[src/design/sep_pkg.sv]
// shared constants for the storage element pair
package sep_pkg;

	// system clock period in picoseconds (200 MHz)
	localparam int CLOCK_PERIOD_PS = 5000;

	// least time the surviving direct input must stay true after a double
	// assertion before the flip-flop takes its state
	localparam int DC_HOLD_NS = 40;

	// least time rounds up to whole cycles, never below one
	localparam int DC_HOLD_CYCLES_RAW =
		(DC_HOLD_NS * 1000 + CLOCK_PERIOD_PS - 1) / CLOCK_PERIOD_PS;
	localparam int DC_HOLD_CYCLES =
		(DC_HOLD_CYCLES_RAW < 1) ? 1 : DC_HOLD_CYCLES_RAW;

	// width of the release hold counter
	localparam int DC_CNT_W = 4;

	// reset values of the storage state
	localparam logic RST_STATE = 1'h0;
	localparam logic RST_LATCH = 1'h0;
	localparam logic RST_RANK = 1'h0;

endpackage

[src/design/sep_storage_pair.sv]
// two-rank clocked flip-flop with direct preset/clear, and set-override latch

// Operation
// - while the element clock is high, flip-flop outputs keep their state
// - on the element clock falling edge, first rank moves into outputs
// - while the element clock is low, the first rank holds its capture
// - with wipe true, latch output follows the high input
// - with wipe false, output sets on high and stays set
// - high and wipe both true: set wins, output follows high
// - set and reset both true at the edge: flip-flop ends up set
// - set and reset both false at the edge: outputs stay unchanged
// - direct preset and clear override the whole clocked path
// - both direct inputs true drive both outputs false; survivor decides
module sep_storage_pair
(
	// system clock and synchronous reset
	input wire logic clock,
	input wire logic srst,

	// flip-flop clocked inputs
	input wire logic phaseClk,
	input wire logic setIn,
	input wire logic resetIn,

	// flip-flop direct inputs
	input wire logic presetIn,
	input wire logic clearIn,

	// flip-flop outputs
	output logic stateOut,
	output logic stateOutN,

	// latch inputs
	input wire logic highIn,
	input wire logic wipeIn,

	// latch output
	output logic outBit
);

	localparam logic [sep_pkg::DC_CNT_W-1:0] HOLD_LAST =
		sep_pkg::DC_CNT_W'(sep_pkg::DC_HOLD_CYCLES - 1);

	logic phasePrev_r;
	logic setRank_r;
	logic rstRank_r;
	logic q_r;
	logic qn_r;
	logic dcBoth_r;
	logic [sep_pkg::DC_CNT_W-1:0] holdCnt_r;
	logic latch_r;
	logic fallEdge;
	logic dcAny;

	// falling edge of the element clock as seen on the system clock
	assign fallEdge = phasePrev_r & ~phaseClk;
	assign dcAny = presetIn | clearIn;

	// previous element clock level for edge detection
	always_ff @(posedge clock)
	begin
		if (srst)
			phasePrev_r <= 1'h0;
		else
			phasePrev_r <= phaseClk;
	end

	// first rank primes only while the element clock is high
	always_ff @(posedge clock)
	begin
		if (srst)
		begin
			setRank_r <= sep_pkg::RST_RANK;
			rstRank_r <= sep_pkg::RST_RANK;
		end
		else if (phaseClk)
		begin
			setRank_r <= setIn;
			rstRank_r <= resetIn;
		end
	end

	// second rank: direct inputs first, then the falling-edge transfer
	always_ff @(posedge clock)
	begin
		if (srst)
		begin
			q_r <= sep_pkg::RST_STATE;
			qn_r <= ~sep_pkg::RST_STATE;
			dcBoth_r <= 1'h0;
			holdCnt_r <= '0;
		end
		else if (presetIn && clearIn)
		begin
			q_r <= 1'h0;
			qn_r <= 1'h0;
			dcBoth_r <= 1'h1;
			holdCnt_r <= '0;
		end
		else if (dcAny)
		begin
			// survivor must stay true for the hold time after a double
			if (dcBoth_r && holdCnt_r < HOLD_LAST)
				holdCnt_r <= holdCnt_r + 1'h1;
			else
			begin
				q_r <= presetIn;
				qn_r <= ~presetIn;
				dcBoth_r <= 1'h0;
				holdCnt_r <= '0;
			end
		end
		// simultaneous release is indeterminate; settle to cleared
		else if (dcBoth_r)
		begin
			q_r <= 1'h0;
			qn_r <= 1'h1;
			dcBoth_r <= 1'h0;
			holdCnt_r <= '0;
		end
		else if (fallEdge)
		begin
			if (setRank_r)
			begin
				q_r <= 1'h1;
				qn_r <= 1'h0;
			end
			else if (rstRank_r)
			begin
				q_r <= 1'h0;
				qn_r <= 1'h1;
			end
		end
	end

	// latch: wipe true follows high, wipe false makes it sticky
	always_ff @(posedge clock)
	begin
		if (srst)
			latch_r <= sep_pkg::RST_LATCH;
		else if (highIn)
			latch_r <= 1'h1;
		else if (wipeIn)
			latch_r <= 1'h0;
	end

	// outputs straight from the storage flops
	assign stateOut = q_r;
	assign stateOutN = qn_r;
	assign outBit = latch_r;
endmodule

[config.mk]
export PLATFORM = sky130hd
export DESIGN_NAME = sep_storage_pair
export DESIGN_NICKNAME = d
export VERILOG_FILES = /design/src/design/sep_pkg.sv /design/src/design/sep_storage_pair.sv
export SDC_FILE = /design/constraint.sdc
export NUM_CORES = 1
export LEC_CHECK = 0
export BUFFER_PORTS_ARGS = -buffer_cell sky130_fd_sc_hd__buf_2
export CAP_MARGIN = 15
export CORE_AREA = 2 2 39 41
export CTS_CLUSTER_DIAMETER = 200
export DETAILED_ROUTE_END_ITERATION = 10
export DIE_AREA = 0 0 41 43
export HOLD_SLACK_MARGIN = 0.06
export PLACE_DENSITY = 0.67
export SYNTH_ARGS = -nofsm -noshare
export SYNTH_HDL_FRONTEND = slang
export SYNTH_SLANG_ARGS = --single-unit
[constraint.sdc]
create_clock -name clock -period 3.06 [get_ports clock]
set_input_delay 0.306 -clock clock [delete_from_list [all_inputs] [get_ports clock]]
set_output_delay 0.306 -clock clock [all_outputs]
set_load 0.1 [all_outputs]
==> flow_metrics.env, run 1 <==
export IMPL_final_area_um2=616
export IMPL_grt_pass1_vias=389
export IMPL_htreeDepth=1
export IMPL_post_cts_setup_buffers=0
export IMPL_numPortBuffers=11
export IMPL_ios=12
export IMPL_maxCapViolCount=0
export IMPL_syn_inst=53
export IMPL_rsz0062_at_grt="no"
export IMPL_first_iter_violations=10
export IMPL_postCtsResizedCells=0
export IMPL_drcViolationCount=0
export IMPL_route_vias_total=419
export IMPL_grt_ovfl_total=0
export IMPL_firstDrtPassIters=4
export IMPL_grt_max_degree=8
export IMPL_clk_pin_slew_ps=70
export IMPL_critPathMaxFanout=2
export IMPL_rows=14
export IMPL_slew_viol_final=0
export IMPL_n_antenna_cell=0
export IMPL_die_x_um=41
export IMPL_synth_distinct_cells=25
export IMPL_gp_congestion=0.853
export IMPL_clock_latency_ps=270
export IMPL_hold_start="highIn"
export IMPL_die_y_um=43
export IMPL_cts_tree="yes"
export IMPL_drive_gt1_share_pct=27.9
export IMPL_antenna_found_initial=0
export IMPL_place_hpwl_um=714
export IMPL_fp_coreArea_um2=1380
export IMPL_fin_setup_tns_ps=0
export IMPL_slew_headroom_pct=68.0
export IMPL_hold_viol_final=0
export IMPL_dieArea_um2=1760
export IMPL_cp_buffers_inverters=1
export IMPL_cts_made_buffers=3
export IMPL_finClkSkew_ps=1.27
export IMPL_cp_top_family="buffers and inverters"
export IMPL_n_fill_cell=135
export IMPL_r2r_start="holdCnt_r[0]$_SDFFE_PP0P_"
export IMPL_synth_cell_area_um2=514
export IMPL_cts_sinks=11
export IMPL_critPathArrivalTime_ps=1040
export IMPL_initial_core_util_pct=37.2
export IMPL_routed_wl_um=926
export IMPL_worst_pin_slew_ps=483
export IMPL_fin_nets=81
export IMPL_clockBufferDepth=2
export IMPL_power_density_nw_per_um2=514
export IMPL_fmax_mhz=744
export IMPL_status="finished clean"
export IMPL_critical_path_startpoint="stateOut$_SDFFE_PP0P_"
export IMPL_worstPathRequired_ps=2750
export IMPL_crit_slowest_cell="buf_2"
export IMPL_cts_hold_buf=0
export IMPL_dpl_instance_area_um2=589
export IMPL_min_period_over_period_pct=43.9
export IMPL_ys_seq_area_share_pct=42.8
export IMPL_grt_pass1_wl_um=1620
export IMPL_cts_root_buf="clkbuf_4"
export IMPL_crit_chain="buf_2"
export IMPL_layout_common_cells="dfxtp_1, buf_2, nor2_1"
export IMPL_ys_ff_latch=11
export IMPL_avgRoutedWirePerCell_um=11.0
export IMPL_synth_nets=65
export IMPL_groute_usage_overall_pct=13.7
export IMPL_ant_nets=0
export IMPL_critical_path_class="flip-flop to output pin"
export IMPL_p_leak_uw=0.000264
export IMPL_ir_worst_vdd_uv=223
export IMPL_viasPerCell=4.99
export IMPL_holdCritPathClass="primary input to flip-flop"
export IMPL_syn2layout_area_growth_pct=19.7
export IMPL_setup_viol=0
export IMPL_yosys_warnings=0
export IMPL_avgSynthCellArea_um2=9.70
export IMPL_end_kind="output pin"
export IMPL_cpPeakStageDelay_ps=430
export IMPL_period_needed_ps=1340
export IMPL_cp_start_kind="flip-flop"
state kept, by name, summed over array words and instances, names as in the netlist:
name         count
dcBoth_r         1
holdCnt_r        4
outBit           1
phasePrev_r      1
rstRank_r        1
setRank_r        1
stateOut         1
stateOutN        1
metal layers:
metal  track usage, %  wire length (µm)  part of all wire, %
met4             10.0                42                  4.5
met1             17.7               434                   47
met5                0                 0                    0
met2             18.1               418                   45
met3             4.71                30                  3.2
power breakdown:
part,internal (µW),switching (µW),total (µW)
sequential,150,5.13,155
combinational,19.4,41.0,60.5
clock,50.6,50.6,101
layout make-up:
| class | count | area, µm² | share of cell area [%] |
|---|---|---|---|
| multi-input combinational | 39 | 283 | 45.9 |
| sequential | 11 | 220 | 35.8 |
| timing repair buffer | 11 | 55.1 | 8.94 |
| clock buffer | 4 | 26.3 | 4.27 |
| tap | 16 | 20.0 | 3.25 |
| inverter | 3 | 11.3 | 1.83 |
final timing paths:
kind | end | cells past startpoint | slack (ps)
worst max-delay path | stateOut | 1 | 1720
worst min-delay path | outBit$_SDFFE_PP0P_ | 3 | 240
worst max register to register | stateOutN$_SDFFE_PP1P_ | 5 | 1760
worst min register to register | holdCnt_r[3]$_SDFFE_PP0P_ | 2 | 480
synthesized netlist by cell type:
cell	number	area [µm²]
dfxtp_1	11	220
nor2_1	7	26.3
a21oi_1	4	20.0
ha_1	3	37.5
inv_1	3	11.3
mux2i_1	3	30.0
nand2_1	3	11.3
nor2b_1	2	12.5
a21boi_1	1	7.51
a22oi_1	1	7.51
a311o_1	1	10.0
a311oi_1	1	8.76
and4bb_2	1	12.5
nand2b_4	1	13.8
nand3b_1	1	7.51
nand4_1	1	6.26
nand4b_1	1	8.76
nand4bb_1	1	11.3
nor2b_4	1	13.8
nor3_1	1	5.00
o21a_1	1	7.51
o21ai_0	1	5.00
o21ai_1	1	5.00
o21ai_2	1	8.76
or2_2	1	6.26
kinds of logic (layout without fill, tap and decap cells):
logic type               after synthesis  after routing  synth area share (%)
flip-flops                            11             11                  42.8
AND/OR/NAND/NOR                       21             21                  26.3
buffers and inverters                  3             18                  2.19
AO/OA/AOI/OAI                         12             12                  15.6
adder cells (fa/ha/maj)                3              3                  7.30
multiplexers                           3              3                  5.84
per-stage QoR:
stage	total power [µW]	cells	setup WS [ps]	utilization (%)	hold WS (ps)
after floorplan	204	53	1730	-	378
after global placement	219	80	1610	42.6	460
after detailed placement	219	80	1580	42.6	473
after CTS	322	84	1700	44.5	238
after global routing	331	84	1680	44.5	249
final	317	84	1720	44.5	239
Note: power is estimated with default switching activity, not from simulation.
==> inputs of run 2 (changes only) <==
==> constraint.sdc (replaced) <==
create_clock -name clock -period 1.3 [get_ports clock]
set_input_delay 0.13 -clock clock [delete_from_list [all_inputs] [get_ports clock]]
set_output_delay 0.13 -clock clock [all_outputs]
set_load 0.1 [all_outputs]
==> flow_metrics.env, run 2 (synthesis results as in run 1) <==
export IMPL_cts_root_buf="clkbuf_4"
export IMPL_fp_coreArea_um2=1380
export IMPL_min_period_over_period_pct=94.2
export IMPL_top_register="holdCnt_r"
export IMPL_critical_path_class="flip-flop to flip-flop"
export IMPL_critPathMaxFanout=3
export IMPL_cts_tree="yes"
export IMPL_ant_nets=0
export IMPL_holdCritPathClass="primary input to flip-flop"
export IMPL_final_common_cell="buf_2"
export IMPL_worst_pin_slew_ps=484
export IMPL_dpl_instance_area_um2=607
export IMPL_grt_ovfl_total=0
export IMPL_clk_pin_slew_ps=70
export IMPL_routed_wl_um=960
export IMPL_die_y_um=43
export IMPL_n_antenna_cell=0
export IMPL_layout_common_cells="buf_2, dfxtp_1, nor2_1"
export IMPL_crit_chain="ha_2, nand2_2, nand4b_1, nor2b_4, a311o_1"
export IMPL_cp_start_kind="flip-flop"
export IMPL_avgRoutedWirePerCell_um=11.2
export IMPL_drcViolationCount=0
export IMPL_crit_slowest_cell="dfxtp_2"
export IMPL_whs_ps=68.2
export IMPL_syn2layout_area_growth_pct=25.8
export IMPL_cpPeakStageDelay_ps=330
export IMPL_period_needed_ps=1230
export IMPL_viasPerCell=5.16
export IMPL_ios=12
export IMPL_route_vias_total=444
export IMPL_setup_viol=0
export IMPL_slew_viol_final=0
export IMPL_largest_register_ffs=4
export IMPL_rrSetupSlack_ps=70
export IMPL_gp_congestion=0.811
export IMPL_hold_viol_final=0
export IMPL_initial_core_util_pct=37.2
export IMPL_clockBufferDepth=2
export IMPL_groute_usage_overall_pct=12.8
export IMPL_drive_gt1_share_pct=38.6
export IMPL_cts_made_buffers=3
export IMPL_critPathArrivalTime_ps=1380
export IMPL_htreeDepth=1
export IMPL_power_density_nw_per_um2=1160
export IMPL_numPortBuffers=11
export IMPL_status="finished clean"
export IMPL_firstDrtPassIters=4
export IMPL_grt_max_degree=8
export IMPL_finClkSkew_ps=0.771
export IMPL_antenna_found_initial=0
export IMPL_worstPathRequired_ps=1450
export IMPL_dieArea_um2=1760
export IMPL_die_x_um=41
export IMPL_final_area_um2=647
export IMPL_first_iter_violations=5
export IMPL_cts_sinks=11
export IMPL_fmax_mhz=816
export IMPL_rows=14
export IMPL_grt_pass1_wl_um=1490
export IMPL_p_leak_uw=0.000283
export IMPL_slew_headroom_pct=68.0
export IMPL_grt_pass1_vias=362
export IMPL_fin_nets=83
export IMPL_ir_worst_vdd_uv=671
export IMPL_maxCapViolCount=0
export IMPL_end_kind="flip-flop"
export IMPL_clock_latency_ps=260
export IMPL_rsz0062_at_grt="no"
## run 2: power breakdown
part           internal, µW  total (µW)  switching, µW
Combinational          52.0         151           99.4
Sequential              354         366           11.9
Clock                   119         236            118
## run 2: what timing repair did
action / 4_1_cts / 5_1_grt
setup endpoints to repair: 1 / 2
setup buffers: 0 / 0
hold buffers: 0 / 0
resized for setup: 2 / 3
pin swaps: 1 / 1
## run 2: cell type report
cell class	count	area, µm²
Sequential cell	11	224
Fill cell	138	737
Timing Repair Buffer	13	70.1
Tap cell	16	20.0
Inverter	3	11.3
Multi-Input combinational cell	39	295
Clock buffer	4	26.3
## run 2: per-layer routing
metal,global-route usage [%],share of wire (%),routed length (µm),vias to the layer above
li1,-,-,-,227
met1,17.0,50,480,201
met2,16.9,43,417,14
met3,4.71,4.5,43,2
met4,8.00,2.0,19,0
met5,0,0,0,-
## run 2: critical path, delay by kind of cell, from the launching register on
| kind | cells | cell delay, ps |
|---|---|---|
| AOI/OAI and AO/OA | 1 | 260 |
| adders and majority gates | 1 | 180 |
| DFF | 1 | 330 |
| and+or+nand+nor | 3 | 350 |
## run 2: path summary, 6_finish.rpt
check	startpoint	cells after the start	to
setup / recovery	holdCnt_r[1]$_SDFFE_PP0P_	5	stateOutN$_SDFFE_PP1P_
hold / removal	highIn	3	outBit$_SDFFE_PP0P_
setup reg to reg	holdCnt_r[1]$_SDFFE_PP0P_	5	stateOutN$_SDFFE_PP1P_
hold reg to reg	outBit$_SDFFE_PP0P_	2	outBit$_SDFFE_PP0P_
## run 2: metrics by stage
| step | util (%) | setup TNS (ps) | cells | setup slack [ps] | total power (µW) |
|---|---|---|---|---|---|
| 2_1_floorplan | - | 0 | 53 | 77.2 | 483 |
| 6_report | 46.7 | 0 | 86 | 75.0 | 754 |
| 4_1_cts | 46.1 | 0 | 86 | 13.8 | 753 |
| 5_1_grt | 46.7 | 0 | 86 | 0.758 | 789 |
| 3_5_place_dp | 43.9 | -4.99 | 82 | -4.99 | 521 |
| 3_3_place_gp | 43.9 | 0 | 82 | 16.0 | 520 |
==> inputs of run 3 (changes only) <==
--- a/config.mk
+++ b/config.mk
@@ -5,9 +5,11 @@
 export SDC_FILE = /design/constraint.sdc
 export NUM_CORES = 1
 export LEC_CHECK = 0
+export ABC_CLOCK_PERIOD_IN_PS = 1300
 export BUFFER_PORTS_ARGS = -buffer_cell sky130_fd_sc_hd__buf_2
 export CAP_MARGIN = 15
 export CORE_AREA = 2 2 39 41
+export CTS_BUF_LIST = sky130_fd_sc_hd__clkbuf_4 sky130_fd_sc_hd__clkbuf_8 sky130_fd_sc_hd__clkbuf_16
 export CTS_CLUSTER_DIAMETER = 200
 export DETAILED_ROUTE_END_ITERATION = 10
 export DIE_AREA = 0 0 41 43
==> flow_metrics.env, run 3 (synthesis results as in run 1) <==
export IMPL_status="finished clean"
export IMPL_grt_max_degree=8
export IMPL_groute_usage_overall_pct=12.7
export IMPL_met2_usage_pct=16.6
export IMPL_dpl_instance_area_um2=607
export IMPL_r2r_start="holdCnt_r[1]$_SDFFE_PP0P_"
export IMPL_clock_latency_ps=260
export IMPL_p_leak_uw=0.000286
export IMPL_firstDrtPassIters=4
export IMPL_n_antenna_cell=0
export IMPL_cts_tree="yes"
export IMPL_hold_end="outBit$_SDFFE_PP0P_"
export IMPL_first_iter_violations=8
export IMPL_clk_pin_slew_ps=70
export IMPL_worstPathRequired_ps=1450
export IMPL_fmax_mhz=812
export IMPL_fin_nets=83
export IMPL_rows=14
export IMPL_busiest_layer="met1"
export IMPL_final_common_cell="buf_2"
export IMPL_setup_viol=0
export IMPL_period_needed_ps=1230
export IMPL_cts_root_buf="clkbuf_4"
export IMPL_holdCritPathClass="primary input to flip-flop"
export IMPL_fp_coreArea_um2=1380
export IMPL_hold_depth=3
export IMPL_ios=12
export IMPL_critPathMaxFanout=3
export IMPL_die_y_um=43
export IMPL_initial_core_util_pct=37.2
export IMPL_slew_viol_final=0
export IMPL_cts_sinks=11
export IMPL_cts_made_buffers=3
export IMPL_drive_gt1_share_pct=40.0
export IMPL_min_period_over_period_pct=94.7
export IMPL_gp_congestion=0.811
export IMPL_reg2reg_depth=5
export IMPL_end_kind="flip-flop"
export IMPL_power_density_nw_per_um2=1190
export IMPL_top_register="holdCnt_r"
export IMPL_routed_wl_um=970
export IMPL_slew_headroom_pct=68.0
export IMPL_rrSetupSlack_ps=70
export IMPL_critical_path_startpoint="holdCnt_r[1]$_SDFFE_PP0P_"
export IMPL_maxCapViolCount=0
export IMPL_r2r_end="stateOutN$_SDFFE_PP1P_"
export IMPL_htreeDepth=1
export IMPL_syn2layout_area_growth_pct=26.5
export IMPL_antenna_found_initial=0
export IMPL_ant_nets=0
export IMPL_ir_worst_vdd_uv=669
export IMPL_whs_ps=68.9
export IMPL_final_area_um2=651
export IMPL_critPathArrivalTime_ps=1380
export IMPL_layout_common_cells="buf_2, dfxtp_1, nor2_1"
export IMPL_grtUsageMet1_pct=17.0
export IMPL_dieArea_um2=1760
export IMPL_hold_viol_final=0
export IMPL_route_vias_total=444
export IMPL_grt_ovfl_total=0
export IMPL_avgRoutedWirePerCell_um=11.3
export IMPL_drcViolationCount=0
export IMPL_fin_setup_tns_ps=0
export IMPL_finClkSkew_ps=1.56
export IMPL_numPortBuffers=11
export IMPL_grt_pass1_vias=358
export IMPL_largest_register_ffs=4
export IMPL_clockBufferDepth=2
export IMPL_grt_pass1_wl_um=1480
export IMPL_cp_start_kind="flip-flop"
export IMPL_cts_hold_buf=0
export IMPL_die_x_um=41
export IMPL_critical_path_class="flip-flop to flip-flop"
export IMPL_viasPerCell=5.16
export IMPL_use_met3_pct=4.71
export IMPL_hold_start="highIn"
export IMPL_worst_pin_slew_ps=484
## run 3: changes by cell type in the layout (fill, tap and decap cells not counted)
cell / before / now
clkbuf_1: 1 / 0
clkbuf_4: 3 / 4
## run 3: per-layer routing
| metal | vias up | share of wire [%] |
|---|---|---|
| li1 | 228 | - |
| met2 | 12 | 46 |
| met4 | 0 | 2.0 |
| met1 | 202 | 47 |
| met5 | - | 0 |
| met3 | 2 | 4.6 |
## run 3: what timing repair did
item                                    in CTS  in global routing
resized for setup                            0                  5
setup buffers                                0                  0
endpoints found under the setup margin       0                  4
## run 3: worst max path at each step
stage                     slack [ps]                        end  cells past startpoint
final                             70     stateOutN$_SDFFE_PP1P_                      5
after global routing              -4  holdCnt_r[2]$_SDFFE_PP0P_                      5
after CTS                          6     stateOutN$_SDFFE_PP1P_                      5
after detailed placement          -5     stateOutN$_SDFFE_PP1P_                      6
after global placement            20     stateOutN$_SDFFE_PP1P_                      5
after floorplan                   80        outBit$_SDFFE_PP0P_                      2
## run 3: layout make-up
cell class	instances	area, µm²
fill	140	733
sequential	11	224
tap	16	20.0
inverter	3	11.3
timing repair buffer	13	70.1
multi-input combinational	39	295
clock buffer	4	30.0
## run 3: critical path, stage by stage (launching register included)
cell and delay (ps):
dfxtp_2 330, ha_2 180, nand2_2 80, nand4b_1 120
nor2b_4 160, a311o_1 250
## run 3: stage by stage
stage               std cells  setup slack (ps)  power [µW]  util, %
floorplan                  53              77.2         483        -
global placement           82              16.0         520     43.9
detailed placement         82             -4.99         521     43.9
CTS                        86              6.32         776     46.0
global route               86             -3.57         813     47.0
finish                     86              68.8         774     47.0
## run 3: report_power, final
group | total, µW | switching [µW] | internal (µW)
combinational | 151 | 99.1 | 52.0
sequential | 366 | 12.1 | 354
clock | 257 | 117 | 139
total | 774 | 228 | 545
